`src/core/smp_pkg.sv`:
```
// constants, types and helpers shared by the serial master block
// Overview of operation
// - clock period is prescale plus one bus cycles, never under 25 ns
// - prescale zero gives a two-cycle period, still held to 25 ns
// - prescale sits in format bits 15..8, longest period 256 cycles
// - global bit 0 selects master: drive clock and data out, take data in
// - format bit 16 selects clock phase one behaviour
// - format bit 17 sets clock polarity and hence the active edges
// - clock high and low each last about half the period
// - lead and trail delay counts come from the delay register
// - first edge waits half period plus lead plus 2, or 3 with polarity and hold
// - select stays low trail count plus one cycles after the last edge
// - each out bit leads its sampling edge by half a period and holds after, except the first in phase zero, set when select falls
// - input sampled on falling edge at polarity 0, rising at polarity 1, in phase one; phase zero the reverse
package smp_pkg;
    localparam int SMP_CLK_NS = 8;
    localparam int SMP_MIN_SCLK_NS = 25;
    localparam int SMP_MIN_SCLK_CYC = (SMP_MIN_SCLK_NS + SMP_CLK_NS - 1) / SMP_CLK_NS;
    localparam int GCR_MASTER_BIT = 0;
    localparam int FMT_PS_LSB = 8;
    localparam int FMT_PS_MSB = 15;
    localparam int FMT_PHA_BIT = 16;
    localparam int FMT_POL_BIT = 17;
    localparam int DLY_TRAIL_LSB = 16;
    localparam int DLY_TRAIL_MSB = 23;
    localparam int DLY_LEAD_LSB = 24;
    localparam int DLY_LEAD_MSB = 31;
    localparam int SMP_WORD_W = 16;
    localparam int SMP_BUF_DEPTH = 2;
    localparam logic [5:0] SMP_LAST_EDGE = 6'h1F;
    localparam logic [9:0] SMP_LEAD_EXTRA = 10'h002;
    localparam logic [9:0] SMP_LEAD_EXTRA_HOLD = 10'h003;
    localparam logic [8:0] SMP_PS0_PERIOD = 9'h002;
    localparam logic [8:0] SMP_MIN_PERIOD = 9'(SMP_MIN_SCLK_CYC);

    typedef logic [8:0] smp_period_t;

    typedef struct packed {
        logic pol;
        logic pha;
        logic hold;
        smp_period_t period;
        logic [7:0] lead;
        logic [7:0] trail;
    } smp_cfg_t;

    // period in bus cycles from the prescale field
    function automatic smp_period_t smp_period(input logic [7:0] ps);
        smp_period_t p;
        p = (ps == 8'h00) ? SMP_PS0_PERIOD : ({1'b0, ps} + 9'h001);
        if (p < SMP_MIN_PERIOD) begin
            p = SMP_MIN_PERIOD;
        end
        return p;
    endfunction

    // first half of a period; the second half takes the remainder
    function automatic logic [7:0] smp_half(input smp_period_t p);
        return p[8:1];
    endfunction
endpackage

```
`src/core/smp_master.sv`:
```
// serial master engine: clock, select timing, shift and receive path
`timescale 1ns/10ps
`default_nettype none
module smp_master (
    // clock and reset
    input wire logic mclk,
    input wire logic resetn,
    // configuration
    input wire logic [31:0] global_control_register,
    input wire logic [31:0] format_configuration_register,
    input wire logic [31:0] delay_configuration_register,
    input wire logic select_hold_flag,
    // transmit words
    input wire logic tx_valid,
    output logic tx_ready,
    input wire logic [15:0] tx_data,
    // received words
    output logic rx_valid,
    input wire logic rx_ready,
    output logic [15:0] rx_data,
    // serial pins
    output logic serial_clock_pin,
    output logic serial_clock_oe,
    output logic master_out_line,
    output logic master_out_oe,
    input wire logic master_in_line,
    output logic chip_select_n,
    // status
    output logic busy
);
    typedef enum logic [1:0] {
        SMP_ST_IDLE = 2'b00,
        SMP_ST_LEAD = 2'b01,
        SMP_ST_SHIFT = 2'b10,
        SMP_ST_TRAIL = 2'b11
    } smp_state_t;

    smp_state_t state;
    smp_state_t next_state;
    smp_pkg::smp_cfg_t cfg;
    smp_pkg::smp_cfg_t next_cfg;
    smp_pkg::smp_cfg_t live;
    logic [9:0] cnt;
    logic [9:0] next_cnt;
    logic [5:0] edges;
    logic [5:0] next_edges;
    logic [15:0] shreg;
    logic [15:0] next_shreg;
    logic [15:0] rxsh;
    logic [15:0] next_rxsh;
    logic [15:0] rx_word;
    logic next_sclk;
    logic next_mosi;
    logic next_cs_n;
    logic next_oe;
    logic next_tx_ready;
    logic next_busy;
    logic master_en;
    logic miso_f;
    logic rx_push;
    logic buf_in_ready;
    logic leading;
    logic [9:0] lead_wait;
    logic [7:0] half_lo;
    logic [7:0] half_hi;

    smp_sync3 u_sync (
        .mclk(mclk),
        .resetn(resetn),
        .pin(master_in_line),
        .level(miso_f)
    );

    // stall by the reader halts new transfers via tx_ready
    smp_buf2 #(
        .WIDTH(smp_pkg::SMP_WORD_W),
        .DEPTH(smp_pkg::SMP_BUF_DEPTH)
    ) u_rxbuf (
        .mclk(mclk),
        .resetn(resetn),
        .in_valid(rx_push),
        .in_ready(buf_in_ready),
        .in_data(rx_word),
        .out_valid(rx_valid),
        .out_ready(rx_ready),
        .out_data(rx_data)
    );

    // live configuration, captured at transfer start so edits never tear a word
    always_comb begin
        master_en = global_control_register[smp_pkg::GCR_MASTER_BIT];
        live.pol = format_configuration_register[smp_pkg::FMT_POL_BIT];
        live.pha = format_configuration_register[smp_pkg::FMT_PHA_BIT];
        live.hold = select_hold_flag;
        live.period = smp_pkg::smp_period(
            format_configuration_register[smp_pkg::FMT_PS_MSB:smp_pkg::FMT_PS_LSB]);
        live.lead = delay_configuration_register[smp_pkg::DLY_LEAD_MSB:smp_pkg::DLY_LEAD_LSB];
        live.trail = delay_configuration_register[smp_pkg::DLY_TRAIL_MSB:smp_pkg::DLY_TRAIL_LSB];
    end

    always_comb begin
        half_lo = smp_pkg::smp_half(cfg.period);
        half_hi = 8'(cfg.period - {1'b0, half_lo});
        lead_wait = {2'b00, smp_pkg::smp_half(live.period)} + {2'b00, live.lead}
            + ((live.pol && live.hold) ? smp_pkg::SMP_LEAD_EXTRA_HOLD : smp_pkg::SMP_LEAD_EXTRA);
        leading = ~edges[0];
        rx_word = cfg.pha ? {rxsh[14:0], miso_f} : rxsh;
    end

    always_comb begin
        next_state = state;
        next_cfg = cfg;
        next_cnt = cnt;
        next_edges = edges;
        next_sclk = serial_clock_pin;
        next_mosi = master_out_line;
        next_cs_n = chip_select_n;
        next_shreg = shreg;
        next_rxsh = rxsh;
        rx_push = 1'b0;
        unique case (state)
            SMP_ST_IDLE: begin
                next_sclk = live.pol;
                next_cs_n = 1'b1;
                if (tx_ready && tx_valid) begin
                    next_cfg = live;
                    next_state = SMP_ST_LEAD;
                    next_cs_n = 1'b0;
                    next_edges = 6'h00;
                    // the hop from lead to shift costs one cycle of the wait
                    next_cnt = lead_wait - 10'h002;
                    if (live.pha) begin
                        next_shreg = tx_data;
                    end else begin
                        next_mosi = tx_data[15];
                        next_shreg = {tx_data[14:0], 1'b0};
                    end
                end
            end
            SMP_ST_LEAD: begin
                if (cnt == 10'h000) begin
                    next_state = SMP_ST_SHIFT;
                end else begin
                    next_cnt = cnt - 10'h001;
                end
            end
            SMP_ST_SHIFT: begin
                if (cnt != 10'h000) begin
                    next_cnt = cnt - 10'h001;
                end else begin
                    next_sclk = ~serial_clock_pin;
                    next_edges = edges + 6'h01;
                    next_cnt = {2'b00, (leading ? half_hi : half_lo)} - 10'h001;
                    if (cfg.pha == leading) begin
                        // phase one drives on leading edge, half a period before sampling
                        if (edges != smp_pkg::SMP_LAST_EDGE) begin
                            next_mosi = shreg[15];
                            next_shreg = {shreg[14:0], 1'b0};
                        end
                    end else begin
                        next_rxsh = {rxsh[14:0], miso_f};
                    end
                    if (edges == smp_pkg::SMP_LAST_EDGE) begin
                        rx_push = 1'b1;
                        next_state = SMP_ST_TRAIL;
                        next_cnt = {2'b00, cfg.trail};
                    end
                end
            end
            SMP_ST_TRAIL: begin
                if (cnt == 10'h000) begin
                    next_cs_n = 1'b1;
                    next_state = SMP_ST_IDLE;
                end else begin
                    next_cnt = cnt - 10'h001;
                end
            end
        endcase
        if (!master_en) begin
            // leaving master mode aborts any word in flight
            next_state = SMP_ST_IDLE;
            next_cs_n = 1'b1;
            next_sclk = live.pol;
            rx_push = 1'b0;
        end
        next_oe = master_en;
        next_busy = (next_state != SMP_ST_IDLE);
        // room now and no push now means room stays once idle
        next_tx_ready = master_en && (next_state == SMP_ST_IDLE) && buf_in_ready && !rx_push;
    end

    always_ff @(posedge mclk or negedge resetn) begin
        if (!resetn) begin
            state <= SMP_ST_IDLE;
            cfg <= '0;
            cnt <= 10'h000;
            edges <= 6'h00;
            shreg <= 16'h0000;
            rxsh <= 16'h0000;
            serial_clock_pin <= 1'b0;
            serial_clock_oe <= 1'b0;
            master_out_line <= 1'b0;
            master_out_oe <= 1'b0;
            chip_select_n <= 1'b1;
            tx_ready <= 1'b0;
            busy <= 1'b0;
        end else begin
            state <= next_state;
            cfg <= next_cfg;
            cnt <= next_cnt;
            edges <= next_edges;
            shreg <= next_shreg;
            rxsh <= next_rxsh;
            serial_clock_pin <= next_sclk;
            serial_clock_oe <= next_oe;
            master_out_line <= next_mosi;
            master_out_oe <= next_oe;
            chip_select_n <= next_cs_n;
            tx_ready <= next_tx_ready;
            busy <= next_busy;
        end
    end
endmodule // smp_master
`default_nettype wire

```
`src/core/smp_sync3.sv`:
```
// three-stage input synchroniser with agreement filter
`timescale 1ns/10ps
`default_nettype none
module smp_sync3 (
    // clock and reset
    input wire logic mclk,
    input wire logic resetn,
    // pin and filtered level
    input wire logic pin,
    output logic level
);
    logic s1;
    logic s2;
    logic s3;
    logic next_level;

    // s1 feeds only s2 to keep metastability contained
    always_comb begin
        next_level = (s2 == s3) ? s3 : level;
    end

    always_ff @(posedge mclk or negedge resetn) begin
        if (!resetn) begin
            s1 <= 1'b0;
            s2 <= 1'b0;
            s3 <= 1'b0;
            level <= 1'b0;
        end else begin
            s1 <= pin;
            s2 <= s1;
            s3 <= s2;
            level <= next_level;
        end
    end
endmodule // smp_sync3
`default_nettype wire

```
`src/core/smp_buf2.sv`:
```
// two-entry buffer with valid and ready on both sides
`timescale 1ns/10ps
`default_nettype none
module smp_buf2 #(
    parameter int WIDTH = 16,
    parameter int DEPTH = 2
) (
    // clock and reset
    input wire logic mclk,
    input wire logic resetn,
    // fill side
    input wire logic in_valid,
    output logic in_ready,
    input wire logic [WIDTH-1:0] in_data,
    // drain side
    output logic out_valid,
    input wire logic out_ready,
    output logic [WIDTH-1:0] out_data
);
    logic [WIDTH-1:0] mem [DEPTH];
    logic [1:0] count;
    logic rd_ptr;
    logic wr_ptr;
    logic [1:0] next_count;
    logic next_rd_ptr;
    logic next_wr_ptr;
    logic push;
    logic pop;

    always_comb begin
        push = in_valid && in_ready;
        pop = out_valid && out_ready;
        next_wr_ptr = push ? ~wr_ptr : wr_ptr;
        next_rd_ptr = pop ? ~rd_ptr : rd_ptr;
        next_count = count + {1'b0, push} - {1'b0, pop};
    end

    always_ff @(posedge mclk) begin
        if (push) begin
            mem[wr_ptr] <= in_data;
        end
    end

    always_ff @(posedge mclk or negedge resetn) begin
        if (!resetn) begin
            count <= 2'h0;
            rd_ptr <= 1'b0;
            wr_ptr <= 1'b0;
        end else begin
            count <= next_count;
            rd_ptr <= next_rd_ptr;
            wr_ptr <= next_wr_ptr;
        end
    end

    assign in_ready = (count != 2'(DEPTH));
    assign out_valid = (count != 2'h0);
    assign out_data = mem[rd_ptr];
endmodule // smp_buf2
`default_nettype wire

```
`config.mk`:
```
export PLATFORM = sky130hd
export DESIGN_NAME = smp_master
export DESIGN_NICKNAME = d
export VERILOG_FILES = /design/src/core/smp_pkg.sv /design/src/core/smp_master.sv /design/src/core/smp_sync3.sv /design/src/core/smp_buf2.sv
export SDC_FILE = /design/constraint.sdc
export NUM_CORES = 1
export LEC_CHECK = 0
export ABC_AREA = 1
export BUFFER_PORTS_ARGS = -buffer_cell sky130_fd_sc_hd__buf_2
export CAP_MARGIN = 20
export CORE_MARGIN = 4
export CORE_UTILIZATION = 45
export DETAILED_ROUTE_END_ITERATION = 8
export PLACE_DENSITY_LB_ADDON = 0.25
export SETUP_SLACK_MARGIN = 0.05
export SYNTH_ARGS = -nofsm -noshare
export SYNTH_HDL_FRONTEND = slang
export SYNTH_SLANG_ARGS = --single-unit
```
`constraint.sdc`:
```
create_clock -name mclk -period 3.2 [get_ports mclk]
set_clock_uncertainty 0.2 [all_clocks]
set_input_delay 0.64 -clock mclk [delete_from_list [all_inputs] [get_ports mclk]]
set_output_delay 0.64 -clock mclk [all_outputs]
set_load 0.03 [all_outputs]
```
Word-level counts from Yosys, hierarchy flattened:

Memory sizes are Yosys's and may differ from the RTL's.
Index checks and enable logic that the tools add are counted.

* input port bits: 118
* flip-flop bits (word level): 82
* RAM bits: 32
* memories: 1
* word-level logic and storage cells: 127

Memories
* u_rxbuf.mem: words 2, width 16, read ports 1, clocked after Yosys merged registers in 0, write ports 1, RTL line smp_buf2.sv:20 `logic [WIDTH-1:0] mem [DEPTH];`

* $lt $le $gt $ge: 1
* reduce and logical (&&, ||, !) cells: 25
* $add $sub $neg: 10
* bitwise logic cells: 6
* equality and inequality tests: 18
* multiplexer cells: 45

Operators with widths (number)
* 16-bit two-way mux: 6
* 10-bit two-way mux: 4
* 16-bit case mux with 2 select lines: 1
* 10-bit case mux with 3 select lines: 1
* 9-bit two-way mux: 2
* 1-bit two-way mux: 17
* 2-bit != test (second input constant): 7
* 2-bit two-way mux: 6
* 6-bit two-way mux: 2
* 6-bit case mux with 2 select lines: 1
* 9-bit by 2-bit adder with 10-bit output: 1
* 10-bit zero test: 1
* 10-bit nonzero test: 1
* 10-bit by 1-bit subtractor with 10-bit output (second input constant): 1
* 10-bit by 2-bit subtractor with 10-bit output (second input constant): 1
* 8-bit by 1-bit adder with 9-bit output (second input constant): 1
* 8-bit by 8-bit adder with 9-bit output: 1
* 9-bit by 3-bit less-than comparator with 1-bit output (second input constant): 1
* 8-bit by 1-bit subtractor with 9-bit output (second input constant): 1
* 8-bit zero test: 1
* 8-bit two-way mux: 1
* 2-bit case mux with 4 select lines: 1
* 2-bit AND reduction: 4
* 8-bit subtractor: 1
* 20 further kinds: 41

Logic depth before layout (Yosys ltp):

Gate-level depths: netlist of run 1.

* depth in word-level cells: 9
* gate-level depth with buffers: 24

Cells and area by module:

Synthesis of run 1 repeated with hierarchy kept, for this count alone.

* cells, all modules: 846
* area, all modules: 6764.0 µm²

Modules (own cells, without submodules)
* smp_master: cells each 723, times used 1, sequential area each 1853.0 µm², area an instance 5220.0 µm²
* smp_buf2: cells each 115, times used 1, sequential area each 1061.0 µm², area an instance 1427.6 µm²
* smp_sync3: cells each 8, times used 1, sequential area each 100.1 µm², area an instance 116.4 µm²

Worst setup path after synthesis of run 1:

OpenSTA, ideal clock, no wires.

* kind: input -> register
* start point: input port format_configuration_register[8]
* end point: register cnt[6]
* data required time: 2874 ps
* path buffers: 0
* path slack: -58 ps
* stages: 24
* data arrival time: 2932 ps
* setup time: 126 ps
* path through: ha_1 -> nand4_1 -> nor3_1 -> inv_1 -> nor2_1 -> nor3_1 -> nand2_1 -> nor2_1 -> nor2_1 -> fa_1 -> inv_1 -> fa_1 -> inv_1 -> nand3_1 -> nand2_1 -> nand2_1 -> nand2_1 -> a21oi_1 -> nor2_1 -> nor2_1 -> nand2_1 -> o211ai_1 -> inv_1 -> a21oi_1

RTL lines
* start, declared: RTL line smp_master.sv:10 `input wire logic [31:0] format_configuration_register,`
* end signal, assigned: RTL line smp_master.sv:210 `cnt <= next_cnt;`
* end, declared: RTL line smp_master.sv:43 `logic [9:0] cnt;`

==> results of run 1 <==
## sequential cells by signal (all words and copies together) (netlist names), 2 cells and up
name,count
u_rxbuf.mem,32
cfg,18
rxsh,16
shreg,16
cnt,10
edges,6
state,2
u_rxbuf.count,2
## layout by cell type (no fill, tap or decap), drive strengths merged, types with 14 or more instances in the layout
| cell type | synthesis | layout |
|---|---|---|
| nand2 | 261 | 261 |
| buf | 9 | 109 |
| inv | 105 | 108 |
| o21ai | 90 | 90 |
| dfrtp | 81 | 81 |
| nor2 | 55 | 55 |
| a21oi | 41 | 41 |
| nand3 | 37 | 37 |
| edfxtp | 32 | 32 |
| ha | 21 | 21 |
| o211ai | 18 | 18 |
| clkbuf | 19 | 17 |
| xor2 | 14 | 14 |
## worst min path at each step
stage                     endpoint  slack, ps  cells past startpoint
2_1_floorplan  u_sync.s2$_DFF_PN0_        130                      0
3_3_place_gp   u_sync.s2$_DFF_PN0_        140                      0
3_5_place_dp   u_sync.s2$_DFF_PN0_        140                      0
4_1_cts        cfg[20]$_DFFE_PN0P_         30                      1
5_1_grt        cfg[20]$_DFFE_PN0P_         60                      1
6_report       cfg[20]$_DFFE_PN0P_         10                      1
## metrics by stage
step | total power, mW | utilization, % | area (sq um)
6_report | 6.29 | 56.6 | 7950
5_1_grt | 6.83 | 56.6 | 7950
4_1_cts | 6.33 | 55.9 | 7850
3_5_place_dp | 4.45 | 51.8 | 7270
3_3_place_gp | 4.41 | 51.8 | 7270
2_1_floorplan | 3.87 | - | 6540
## logic make-up (layout without fill, tap and decap cells)
family                     after synthesis  after routing
adders and majority gates               25             25
buffers and inverters                  135            248
and+or+nand+nor                        371            371
DFF                                    114            114
AOI/OAI and AO/OA                      160            160
xor gates and xnor gates                18             18
muxes                                    1              1
## synthesized netlist by cell type, drive strengths merged, types with 3 or more instances
master / number
o211ai: 18
inv: 105
nor3: 9
nand3: 37
nand2: 261
dfrtp: 81
a21oi: 41
nor2: 55
ha: 21
buf: 9
clkbuf: 19
fa: 3
o21ai: 90
edfxtp: 32
xor2: 14
xnor2: 4
nand4: 4
## cell type report
type	count	area share (%)
Tap cell	180	2.83
Sequential cell	114	37.9
Clock inverter	15	1.98
Clock buffer	17	5.35
Inverter	107	5.07
Timing Repair Buffer	109	8.50
Multi-Input combinational cell	575	38.4
## power by group through the flow
stage	sequential, mW	clock [mW]	combinational (mW)
2_1_floorplan	2.02	0	1.85
3_3_place_gp	2.08	0	2.33
3_5_place_dp	2.07	0	2.38
4_1_cts	2.06	1.88	2.39
5_1_grt	2.10	1.95	2.78
6_report	2.06	1.85	2.39
## routing by layer
layer  GRT usage, %  part of all wire (%)  vias to the layer above
li1               -                     -                     2882
met1           25.7                    49                     2497
met2           28.6                    45                      110
met3           4.38                   4.8                       20
met4           6.05                   1.4                        0
met5              0                     0                        -
## timing repair
action,4_1_cts,5_1_grt
buffers inserted,0,3
gates resized for setup,0,27
endpoints found under the setup margin,0,7
==> impl_metrics.prom, run 1 <==
# TYPE chip_impl_metric gauge
chip_impl_metric{name="grt_first_pass_wirelength",unit="mm"} 24.3
chip_impl_metric{name="cts.reportedPaths.clkPinSlew",unit="ps"} 60
chip_impl_metric{name="timing_worst_slew_pin_value",unit="ps"} 650
chip_impl_metric{name="wl_per_cell",unit="microns"} 13.0
chip_impl_metric{name="powerDensity",unit="nW/um^2"} 791
chip_impl_metric{name="sw_frac_of_total",unit="%"} 39.2
chip_impl_metric{name="initialDrtViolationCount",unit=""} 324
chip_impl_metric{name="internal_power",unit="mW"} 3.83
chip_impl_metric{name="hpwl",unit="mm"} 10.4
chip_impl_metric{name="clock_latency_on_the_worst_skew_pair",unit="ps"} 420
chip_impl_info{name="synth_flop_cell",value="dfrtp_1"} 1
chip_impl_metric{name="clock_power_share",unit="%"} 29.4
chip_impl_info{name="yosys.area.top_type",value="dfrtp_1"} 1
chip_impl_metric{name="finalWorstSetupSlack",unit="ps"} 66.0
chip_impl_metric{name="final_nets",unit=""} 1066
chip_impl_metric{name="grt_remaining_overflow",unit=""} 0
chip_impl_metric{name="tritoncts.num_buffers",unit=""} 17
chip_impl_metric{name="seq_total_area_yosys",unit="%"} 46.3
chip_impl_metric{name="synth_edf_count",unit=""} 32
chip_impl_metric{name="rrSetupSlack",unit="ps"} 400
chip_impl_metric{name="critical_path_arrival",unit="ps"} 3230
chip_impl_metric{name="maxCapViolCount",unit=""} 0
chip_impl_metric{name="die-area",unit="sq um"} 16500
chip_impl_metric{name="initial_utilization",unit="%"} 46.4
chip_impl_metric{name="synth_warnings",unit=""} 0
chip_impl_metric{name="synth-compound-area-share",unit="%"} 13.7
chip_impl_metric{name="power_leakage",unit="nW"} 3.90
chip_impl_metric{name="synthAdderAreaFrac",unit="%"} 5.11
chip_impl_info{name="timing.critical_path.to_type",value="flip-flop"} 1
chip_impl_metric{name="reg2reg_depth",unit=""} 15
chip_impl_metric{name="setup_total_negative_slack",unit="ps"} 0
chip_impl_metric{name="crit_required",unit="ps"} 3300
chip_impl_info{name="startpoint_type_of_the_worst_setup_path",value="primary input"} 1
chip_impl_metric{name="fillerInstances",unit=""} 1312
chip_impl_metric{name="path_buf_inv",unit=""} 5
chip_impl_metric{name="antenna_found_initial",unit=""} 0
chip_impl_info{name="r2r-start",value="cfg[17]$_DFFE_PN0P_"} 1
chip_impl_metric{name="placement_rows",unit=""} 43
chip_impl_metric{name="antenna_violating_nets_post_route",unit=""} 0
chip_impl_metric{name="vias_in_the_first_global_route",unit=""} 5119
chip_impl_metric{name="die_width",unit="microns"} 128
chip_impl_metric{name="ctsHoldBuffers",unit=""} 0
chip_impl_info{name="crit_slowest_cell",value="fa_2"} 1
chip_impl_metric{name="synth_xor_area_share",unit="%"} 2.42
chip_impl_metric{name="synth_nets",unit=""} 966
chip_impl_metric{name="multi_input_comb_area",unit="sq um"} 3050
chip_impl_metric{name="fp.coreArea",unit="sq um"} 14000
chip_impl_info{name="grt_setup_unrepaired",value="yes"} 1
chip_impl_info{name="timing.critical_path.max_delay_family",value="simple AND/OR/NAND/NOR gates"} 1
chip_impl_metric{name="comb_power_share",unit="%"} 38.0
chip_impl_metric{name="timing.critical_path.slowest_cell_delay",unit="ps"} 350
chip_impl_metric{name="syn-instance-count",unit=""} 824
chip_impl_metric{name="worstPathMaxFanout",unit=""} 3
chip_impl_metric{name="htree_levels",unit=""} 4
chip_impl_metric{name="post-route-drc-count",unit=""} 0
chip_impl_info{name="clockRootBuffer",value="clkbuf_16"} 1
chip_impl_metric{name="synth_seq_cells",unit=""} 114
chip_impl_info{name="tritoncts",value="done"} 1
chip_impl_metric{name="post-route-period-util",unit="%"} 97.9
chip_impl_metric{name="cell_area_after_synthesis",unit="sq um"} 6510
chip_impl_metric{name="achievable-frequency",unit="GHz"} 0.319
chip_impl_metric{name="cts-root-to-sink-buffers",unit=""} 2
chip_impl_metric{name="timing.final.crit_period",unit="ps"} 3130
chip_impl_info{name="worstSetupPathType",value="in -> reg"} 1
chip_impl_metric{name="register_area",unit="sq um"} 3010
chip_impl_metric{name="proportion_of_layout_cells_with_a_drive_suffix_above_1",unit="%"} 20.6
chip_impl_metric{name="synthToLayoutAreaGrowth",unit="%"} 22.2
chip_impl_metric{name="place_congestion",unit=""} 0.869
chip_impl_metric{name="dpl.cell_count",unit=""} 1082
chip_impl_info{name="crit_path_start",value="format_configuration_register[9]"} 1
chip_impl_info{name="setup.worst_path.end",value="cnt[6]$_DFFE_PN0P_"} 1
chip_impl_metric{name="setup_viol",unit=""} 0
chip_impl_metric{name="layoutNonFillerInstCount",unit=""} 1117
chip_impl_metric{name="path_depth",unit=""} 25
chip_impl_metric{name="yosys.area_share.simple",unit="%"} 24.1
chip_impl_metric{name="pre_cts_slack",unit="ps"} -347
chip_impl_metric{name="port_buffers",unit=""} 72
chip_impl_metric{name="grt_max_degree",unit=""} 44
chip_impl_metric{name="synth.lib_cells_used.distinct",unit=""} 47
chip_impl_metric{name="floorplan.io_pins",unit=""} 142
chip_impl_metric{name="finalWirelength",unit="mm"} 14.5
chip_impl_info{name="post_synth_main_area_contributors",value="dfrtp_1 (31%), nand2_1 (15%), edfxtp_1 (15%), inv_1 (5.8%), o21ai_0 (5.4%)"} 1
chip_impl_metric{name="drt_first_pass_iters",unit=""} 5
chip_impl_metric{name="post_synth.cell_area_avg",unit="sq um"} 7.90
chip_impl_metric{name="timing_max_transition_violations_final",unit=""} 0
chip_impl_metric{name="max-slew-margin-rel",unit="%"} 56.6
chip_impl_metric{name="finalHoldViolations",unit=""} 0
chip_impl_info{name="r2r_path_end",value="cnt[8]$_DFFE_PN0P_"} 1
chip_impl_metric{name="synth.area.mux_share",unit="%"} 0.173
chip_impl_metric{name="clkSinkCount",unit=""} 114
chip_impl_metric{name="insertedDiodeCount",unit=""} 0
chip_impl_metric{name="sequentialPowerShare",unit="%"} 32.7
chip_impl_metric{name="via_per_instance_ratio",unit=""} 4.93
chip_impl_metric{name="final.hold.worst_slack",unit="ps"} 13.4
chip_impl_info{name="min-delay-path-class",value="in -> async"} 1
chip_impl_info{name="status",value="complete, no violations"} 1
chip_impl_metric{name="dr_total_vias",unit=""} 5509
chip_impl_metric{name="groute.usage.overall",unit="%"} 18.5
chip_impl_info{name="synth_top_family_by_area",value="simple AND/OR/NAND/NOR gates"} 1
chip_impl_metric{name="power.net_switching",unit="mW"} 2.47
chip_impl_metric{name="synth.top_cell.area_share",unit="%"} 31.1
chip_impl_metric{name="async_flop_share",unit="%"} 71.9
chip_impl_metric{name="vdd_drop_max",unit="V"} 0.000364
chip_impl_metric{name="floorplan.die.height",unit="microns"} 128
(Power assumes the default switching activity.)
==> run 2, diff against run 1 <==
Settings changed: CELL_PAD_IN_SITES_DETAIL_PLACEMENT set to 1, CELL_PAD_IN_SITES_GLOBAL_PLACEMENT set to 2, CORE_ASPECT_RATIO set to 0.6, CORE_UTILIZATION 45 to 31.
==> run 2 against run 1 <==
Compared with the run above:
- critical path depth is 1 higher
- sequential share of layout area is 1.2 points lower
- non-clock buffer count is 15 higher
- flip-flop and latch count stayed put
- combinational power is 12% higher
- hold slack better by 130 ps
- the run now ends with negative setup slack left
- sequential power hardly changed
==> impl_metrics.prom, run 2 (same netlist as run 1, synthesis figures left out) <==
# TYPE chip_impl_metric gauge
chip_impl_metric{name="antenna_found_initial",unit=""} 0
chip_impl_metric{name="powerDensity",unit="nW/um^2"} 804
chip_impl_metric{name="cts-root-to-sink-buffers",unit=""} 2
chip_impl_metric{name="dr_total_vias",unit=""} 5706
chip_impl_info{name="largest-register",value="u_rxbuf.mem"} 1
chip_impl_metric{name="grt_max_degree",unit=""} 48
chip_impl_metric{name="largest_register_ff_count",unit=""} 32
chip_impl_metric{name="cts.reportedPaths.clkPinSlew",unit="ps"} 60
chip_impl_metric{name="critical_path_arrival",unit="ps"} 3410
chip_impl_metric{name="groute.usage.overall",unit="%"} 17.0
chip_impl_metric{name="insertedDiodeCount",unit=""} 0
chip_impl_metric{name="vias_in_the_first_global_route",unit=""} 5781
chip_impl_metric{name="timing.critical_path.slowest_cell_delay",unit="ps"} 400
chip_impl_metric{name="wl_per_cell",unit="microns"} 15.8
chip_impl_metric{name="floorplan.die.height",unit="microns"} 120
chip_impl_metric{name="worstPathMaxFanout",unit=""} 3
chip_impl_metric{name="finalWirelength",unit="mm"} 19.4
chip_impl_metric{name="via_per_instance_ratio",unit=""} 4.66
chip_impl_metric{name="place_congestion",unit=""} 0.812
chip_impl_metric{name="finalWorstSetupSlack",unit="ps"} -66.5
chip_impl_metric{name="clock_latency_on_the_worst_skew_pair",unit="ps"} 420
chip_impl_info{name="commonest_non_fill_non_tap_cells_in_the_layout",value="nand2_1 (254), inv_1 (94), dfrtp_1 (81)"} 1
chip_impl_info{name="status",value="complete, but fails checks"} 1
chip_impl_metric{name="met1_usage",unit="%"} 28.2
chip_impl_metric{name="sum_of_internal_switching_and_leakage_power",unit="mW"} 6.60
chip_impl_metric{name="clkSinkCount",unit=""} 114
chip_impl_metric{name="max-slew-margin-rel",unit="%"} 53.1
chip_impl_info{name="startpoint_type_of_the_worst_setup_path",value="primary input"} 1
chip_impl_metric{name="timing.final.crit_period",unit="ps"} 3270
chip_impl_metric{name="placed_standard_cell_area",unit="sq um"} 7460
chip_impl_metric{name="layoutNonFillerInstCount",unit=""} 1225
chip_impl_metric{name="gr-usage-met3",unit="%"} 3.62
chip_impl_metric{name="register_area",unit="sq um"} 3010
chip_impl_metric{name="timing_worst_slew_pin_value",unit="ps"} 702
chip_impl_info{name="worstSetupPathType",value="in -> reg"} 1
chip_impl_metric{name="grt_remaining_overflow",unit=""} 0
chip_impl_metric{name="initial_utilization",unit="%"} 32.0
chip_impl_metric{name="floorplan.io_pins",unit=""} 142
chip_impl_metric{name="tritoncts.num_buffers",unit=""} 17
chip_impl_metric{name="initialDrtViolationCount",unit=""} 252
chip_impl_metric{name="htree_levels",unit=""} 4
chip_impl_metric{name="hpwl",unit="mm"} 14.5
chip_impl_metric{name="timing_max_transition_violations_final",unit=""} 0
chip_impl_metric{name="die-area",unit="sq um"} 23500
chip_impl_info{name="most_frequent_standard_cell_in_the_layout_excluding_fill_and_tap_cells",value="nand2_1"} 1
chip_impl_info{name="violated_checks",value="negative setup slack"} 1
chip_impl_metric{name="grtUsageMet2",unit="%"} 21.7
chip_impl_metric{name="vdd_drop_max",unit="V"} 0.000460
chip_impl_metric{name="dpl.cell_count",unit=""} 1183
chip_impl_metric{name="die_width",unit="microns"} 195
chip_impl_metric{name="power_leakage",unit="nW"} 3.97
chip_impl_metric{name="setup_viol",unit=""} 1
chip_impl_metric{name="proportion_of_layout_cells_with_a_drive_suffix_above_1",unit="%"} 22.1
chip_impl_metric{name="pre_cts_slack",unit="ps"} -673
chip_impl_metric{name="multi_input_comb_area",unit="sq um"} 3090
chip_impl_info{name="crit_slowest_cell",value="fa_2"} 1
chip_impl_info{name="reg_top3",value="u_rxbuf.mem x32, cfg x18"} 1
chip_impl_metric{name="fp.coreArea",unit="sq um"} 20300
chip_impl_metric{name="drt_first_pass_iters",unit=""} 4
chip_impl_metric{name="post-route-drc-count",unit=""} 0
chip_impl_info{name="min-delay-path-class",value="in -> reg"} 1
chip_impl_metric{name="design_area",unit="sq um"} 8220
chip_impl_metric{name="port_buffers",unit=""} 72
chip_impl_metric{name="maxCapViolCount",unit=""} 0
chip_impl_info{name="grt-busiest-layer",value="met1"} 1
chip_impl_info{name="tritoncts",value="done"} 1
chip_impl_info{name="clockRootBuffer",value="clkbuf_16"} 1
chip_impl_metric{name="placement_rows",unit=""} 40
chip_impl_metric{name="post-route-period-util",unit="%"} 102
chip_impl_info{name="grt_setup_unrepaired",value="yes"} 1
chip_impl_metric{name="fillerInstances",unit=""} 2476
chip_impl_metric{name="final_core_util",unit="%"} 40.4
chip_impl_metric{name="synthToLayoutAreaGrowth",unit="%"} 26.2
chip_impl_metric{name="grt_first_pass_wirelength",unit="mm"} 31.6
chip_impl_metric{name="crit_required",unit="ps"} 3340
chip_impl_metric{name="final_nets",unit=""} 1081
chip_impl_info{name="timing.critical_path.to_type",value="flip-flop"} 1
chip_impl_metric{name="achievable-frequency",unit="GHz"} 0.306
chip_impl_metric{name="antenna_violating_nets_post_route",unit=""} 0
chip_impl_metric{name="finalHoldViolations",unit=""} 0
run 2: changes by cell type in the layout (fill, tap and decap cells not counted), moves of 2 or more:
cell      change
inv_1         -3
buf_4        +11
buf_2         +2
buf_6         +2
clkbuf_1      +2
nor2_2        -3
nor2_4        +4
inv_2         +2
inv_6         -3
buf_8         -2
run 2: report_power, final:
part           internal [mW]  switching (mW)
combinational          0.941            1.74
clock                   1.14           0.711
sequential              1.81           0.258
total                   3.89            2.71
run 2: worst max-delay path, delay by kind of cell:
| kind | cells | cell delay (ps) |
|---|---|---|
| simple gates | 13 | 1090 |
| fa+ha+maj | 3 | 720 |
| buf+inv | 7 | 590 |
| compound gates | 3 | 370 |
run 2: layer usage:
layer | up-vias | share of wire [%]
met5 | - | 0
met4 | 0 | 0.57
met3 | 10 | 4.1
met2 | 86 | 38
met1 | 2699 | 58
li1 | 2911 | -
run 2: worst paths after layout:
path / startpoint / endpoint / slack (ps) / depth (start not counted)
max: format_configuration_register[8] / cnt[6]$_DFFE_PN0P_ / -70 / 26
min: master_in_line / u_sync.s1$_DFF_PN0_ / 140 / 1
max reg2reg: cnt[0]$_DFFE_PN0P_ / u_rxbuf.mem[1][13]$_DFFE_PP_ / 300 / 11
min reg2reg: u_sync.s1$_DFF_PN0_ / u_sync.s2$_DFF_PN0_ / 160 / 0
max in group asynchronous: resetn / u_sync.s2$_DFF_PN0_ / 1620 / 3
min in group asynchronous: resetn / master_out_oe$_DFF_PN0_ / 540 / 2
run 2: repair_timing:
action / 4_1_cts / 5_1_grt
resized for setup: 17 / 17
pin swaps: 21 / 17
hold buffers: 1 / 0
cloned: 0 / 0
setup buffers: 6 / 3
endpoints found under the setup margin: 5 / 9
endpoints found under the hold margin: 4 / 0
run 2: cell type report:
type	instances	share of cell area [%]
inverter	107	4.93
sequential	114	36.7
tap	273	4.16
multi-input combinational	575	37.6
timing repair buffer	124	9.62
clock buffer	19	5.27
clock inverter	13	1.71
run 2: through the flow:
stage,setup TNS [ps],hold slack [ps]
6_report,-66.5,141
5_1_grt,-901,129
4_1_cts,-83.5,122
3_5_place_dp,-3740,156
3_3_place_gp,-3550,140
2_1_floorplan,0,131
==> run 3, diff against run 2 <==
Settings changed: PLACE_DENSITY_LB_ADDON 0.25 to 0.1.
==> run 3 against run 2 <==
Compared with the run above:
- the flow now finishes without violations
- flip-flop and latch count is the same
- final cell count is 0.24% lower
- core utilization fell by 0.055 points
- clock power is essentially flat
- register-to-register slack got worse by 50 ps
- via count up 0.54%
- routed wire length grew 1.7%
- design area fell by 0.14%
- maximum frequency up 2.3%
- largest cell class unchanged
- largest power group unchanged
==> impl_metrics.prom, run 3 (same netlist as run 1, synthesis figures left out) <==
# TYPE chip_impl_metric gauge
chip_impl_info{name="status",value="complete, no violations"} 1
chip_impl_metric{name="timing_worst_slew_pin_value",unit="ps"} 687
chip_impl_metric{name="floorplan.io_pins",unit=""} 142
chip_impl_metric{name="floorplan.die.height",unit="microns"} 120
chip_impl_metric{name="place_congestion",unit=""} 0.818
chip_impl_metric{name="dr_total_vias",unit=""} 5737
chip_impl_info{name="min-delay-path-class",value="in -> async"} 1
chip_impl_info{name="grt_setup_unrepaired",value="yes"} 1
chip_impl_info{name="tritoncts",value="done"} 1
chip_impl_metric{name="grt_max_degree",unit=""} 46
chip_impl_metric{name="cts-root-to-sink-buffers",unit=""} 2
chip_impl_metric{name="vias_in_the_first_global_route",unit=""} 5933
chip_impl_metric{name="largest_register_ff_count",unit=""} 32
chip_impl_metric{name="critical_path_arrival",unit="ps"} 3300
chip_impl_metric{name="antenna_found_initial",unit=""} 0
chip_impl_metric{name="tritoncts.num_buffers",unit=""} 17
chip_impl_metric{name="grt_remaining_overflow",unit=""} 0
chip_impl_metric{name="groute.usage.overall",unit="%"} 17.5
chip_impl_metric{name="clkSinkCount",unit=""} 114
chip_impl_info{name="startpoint_type_of_the_worst_setup_path",value="primary input"} 1
chip_impl_metric{name="design_area",unit="sq um"} 8210
chip_impl_metric{name="setup_viol",unit=""} 0
chip_impl_metric{name="die_width",unit="microns"} 195
chip_impl_info{name="commonest_non_fill_non_tap_cells_in_the_layout",value="nand2_1 (249), inv_1 (95), dfrtp_1 (81)"} 1
chip_impl_metric{name="placement_rows",unit=""} 40
chip_impl_metric{name="setup_total_negative_slack",unit="ps"} 0
chip_impl_metric{name="drt_first_pass_iters",unit=""} 5
chip_impl_metric{name="synthToLayoutAreaGrowth",unit="%"} 26.1
chip_impl_metric{name="cts.reportedPaths.clkPinSlew",unit="ps"} 60
chip_impl_info{name="clockRootBuffer",value="clkbuf_16"} 1
chip_impl_info{name="largest-register",value="u_rxbuf.mem"} 1
chip_impl_metric{name="port_buffers",unit=""} 72
chip_impl_metric{name="clock_latency_on_the_worst_skew_pair",unit="ps"} 420
chip_impl_info{name="reg_top3",value="u_rxbuf.mem x32, cfg x18"} 1
chip_impl_metric{name="post-route-drc-count",unit=""} 0
chip_impl_metric{name="initialDrtViolationCount",unit=""} 321
chip_impl_metric{name="power_leakage",unit="nW"} 3.97
chip_impl_metric{name="sum_of_internal_switching_and_leakage_power",unit="mW"} 6.57
chip_impl_metric{name="dpl.cell_count",unit=""} 1181
chip_impl_info{name="worstSetupPathType",value="in -> reg"} 1
chip_impl_metric{name="insertedDiodeCount",unit=""} 0
chip_impl_metric{name="max-slew-margin-rel",unit="%"} 54.1
chip_impl_metric{name="final_core_util",unit="%"} 40.4
chip_impl_metric{name="powerDensity",unit="nW/um^2"} 801
chip_impl_metric{name="maxCapViolCount",unit=""} 0
chip_impl_metric{name="finalHoldViolations",unit=""} 0
chip_impl_metric{name="vdd_drop_max",unit="V"} 0.000426
chip_impl_metric{name="die-area",unit="sq um"} 23500
chip_impl_metric{name="timing.final.crit_period",unit="ps"} 3190
chip_impl_metric{name="proportion_of_layout_cells_with_a_drive_suffix_above_1",unit="%"} 22.8
chip_impl_info{name="most_frequent_standard_cell_in_the_layout_excluding_fill_and_tap_cells",value="nand2_1"} 1
chip_impl_info{name="timing.critical_path.to_type",value="flip-flop"} 1
chip_impl_metric{name="achievable-frequency",unit="GHz"} 0.313
chip_impl_metric{name="crit_required",unit="ps"} 3300
chip_impl_metric{name="antenna_violating_nets_post_route",unit=""} 0
chip_impl_metric{name="finalWirelength",unit="mm"} 19.7
chip_impl_metric{name="grt_first_pass_wirelength",unit="mm"} 32.3
chip_impl_metric{name="via_per_instance_ratio",unit=""} 4.69
chip_impl_metric{name="timing_max_transition_violations_final",unit=""} 0
chip_impl_metric{name="htree_levels",unit=""} 4
chip_impl_metric{name="hpwl",unit="mm"} 14.8
chip_impl_metric{name="initial_utilization",unit="%"} 32.0
chip_impl_metric{name="fp.coreArea",unit="sq um"} 20300
chip_impl_metric{name="wl_per_cell",unit="microns"} 16.1
chip_impl_metric{name="placed_standard_cell_area",unit="sq um"} 7430
chip_impl_metric{name="post-route-period-util",unit="%"} 99.7
chip_impl_metric{name="worstPathMaxFanout",unit=""} 3
chip_impl_metric{name="layoutNonFillerInstCount",unit=""} 1222
chip_impl_metric{name="final_nets",unit=""} 1078
==> run 3: cell types whose count changed in the layout (fill, tap and decap cells not counted), sizes merged <==
cell / previous run / this run
inv: 105 / 109
bufinv: 2 / 1
clkinv: 10 / 9
buf: 123 / 121
dlygate4sd3: 1 / 0
clkbuf: 19 / 17
==> run 3: routing by layer <==
layer | wire, microns | track usage, % | vias up
li1 | - | - | 2904
met1 | 10900 | 27.3 | 2738
met2 | 7850 | 23.9 | 75
met3 | 742 | 3.70 | 20
met4 | 200 | 5.06 | 0
met5 | 0 | 0 | -
==> run 3: critical path: stages <==
cell      delay (ps)
buf_8            110
ha_4             160
nand4_1           90
buf_4            140
nor3_4            40
inv_2             80
nor2_4            40
nor3_2           140
nand2_1          120
nor2_4           160
nor2_4            60
fa_2             400
buf_4            140
buf_4            120
nand3_1           80
nand2_2          100
nand2_2           80
nand2_1           50
a21oi_1          160
xor2_1           110
a211oi_2         190
a21oi_1           80
==> run 3: stage by stage <==
| step | setup WS, ps | hold slack [ps] |
|---|---|---|
| after floorplan | 52.2 | 131 |
| after global placement | -465 | 144 |
| after detailed placement | -509 | 144 |
| after CTS | 7.79 | 68.4 |
| after global routing | -260 | 89.6 |
| final | 8.42 | 52.0 |
==> run 3: what timing repair did <==
| action | CTS | global route |
|---|---|---|
| hold buffers | 0 | 0 |
| buffers inserted | 4 | 5 |
| pin swaps | 20 | 23 |
| setup endpoints to repair | 4 | 31 |
| resized for setup | 16 | 32 |
| cloned | 0 | 0 |
==> run 3: final cells by class <==
type,count,area (sq um)
clock inverter,15,134
clock buffer,17,425
tap,273,342
fill,2491,12100
sequential,114,3010
timing repair buffer,121,771
inverter,107,403
multi-input combinational,575,3120
==> run 3: path summary, 6_finish.rpt <==
path	from	end	slack [ps]	cells past startpoint
min in group mclk	master_in_line	u_sync.s1$_DFF_PN0_	130	1
worst max register to register	cfg[16]$_DFFE_PN0P_	cnt[6]$_DFFE_PN0P_	250	13
worst min register to register	u_sync.s1$_DFF_PN0_	u_sync.s2$_DFF_PN0_	160	0
max in group asynchronous	resetn	chip_select_n$_DFFE_PN1P_	2030	2
worst min-delay path	resetn	rxsh[15]$_DFFE_PN0P_	50	1
worst max-delay path	format_configuration_register[8]	cnt[5]$_DFFE_PN0P_	8	22
==> run 3: report_power, final <==
part           leakage, nW  internal (mW)  switching (mW)
clock network        0.270           1.07           0.748
registers             1.38           1.81           0.239
logic                 2.32          0.924            1.78
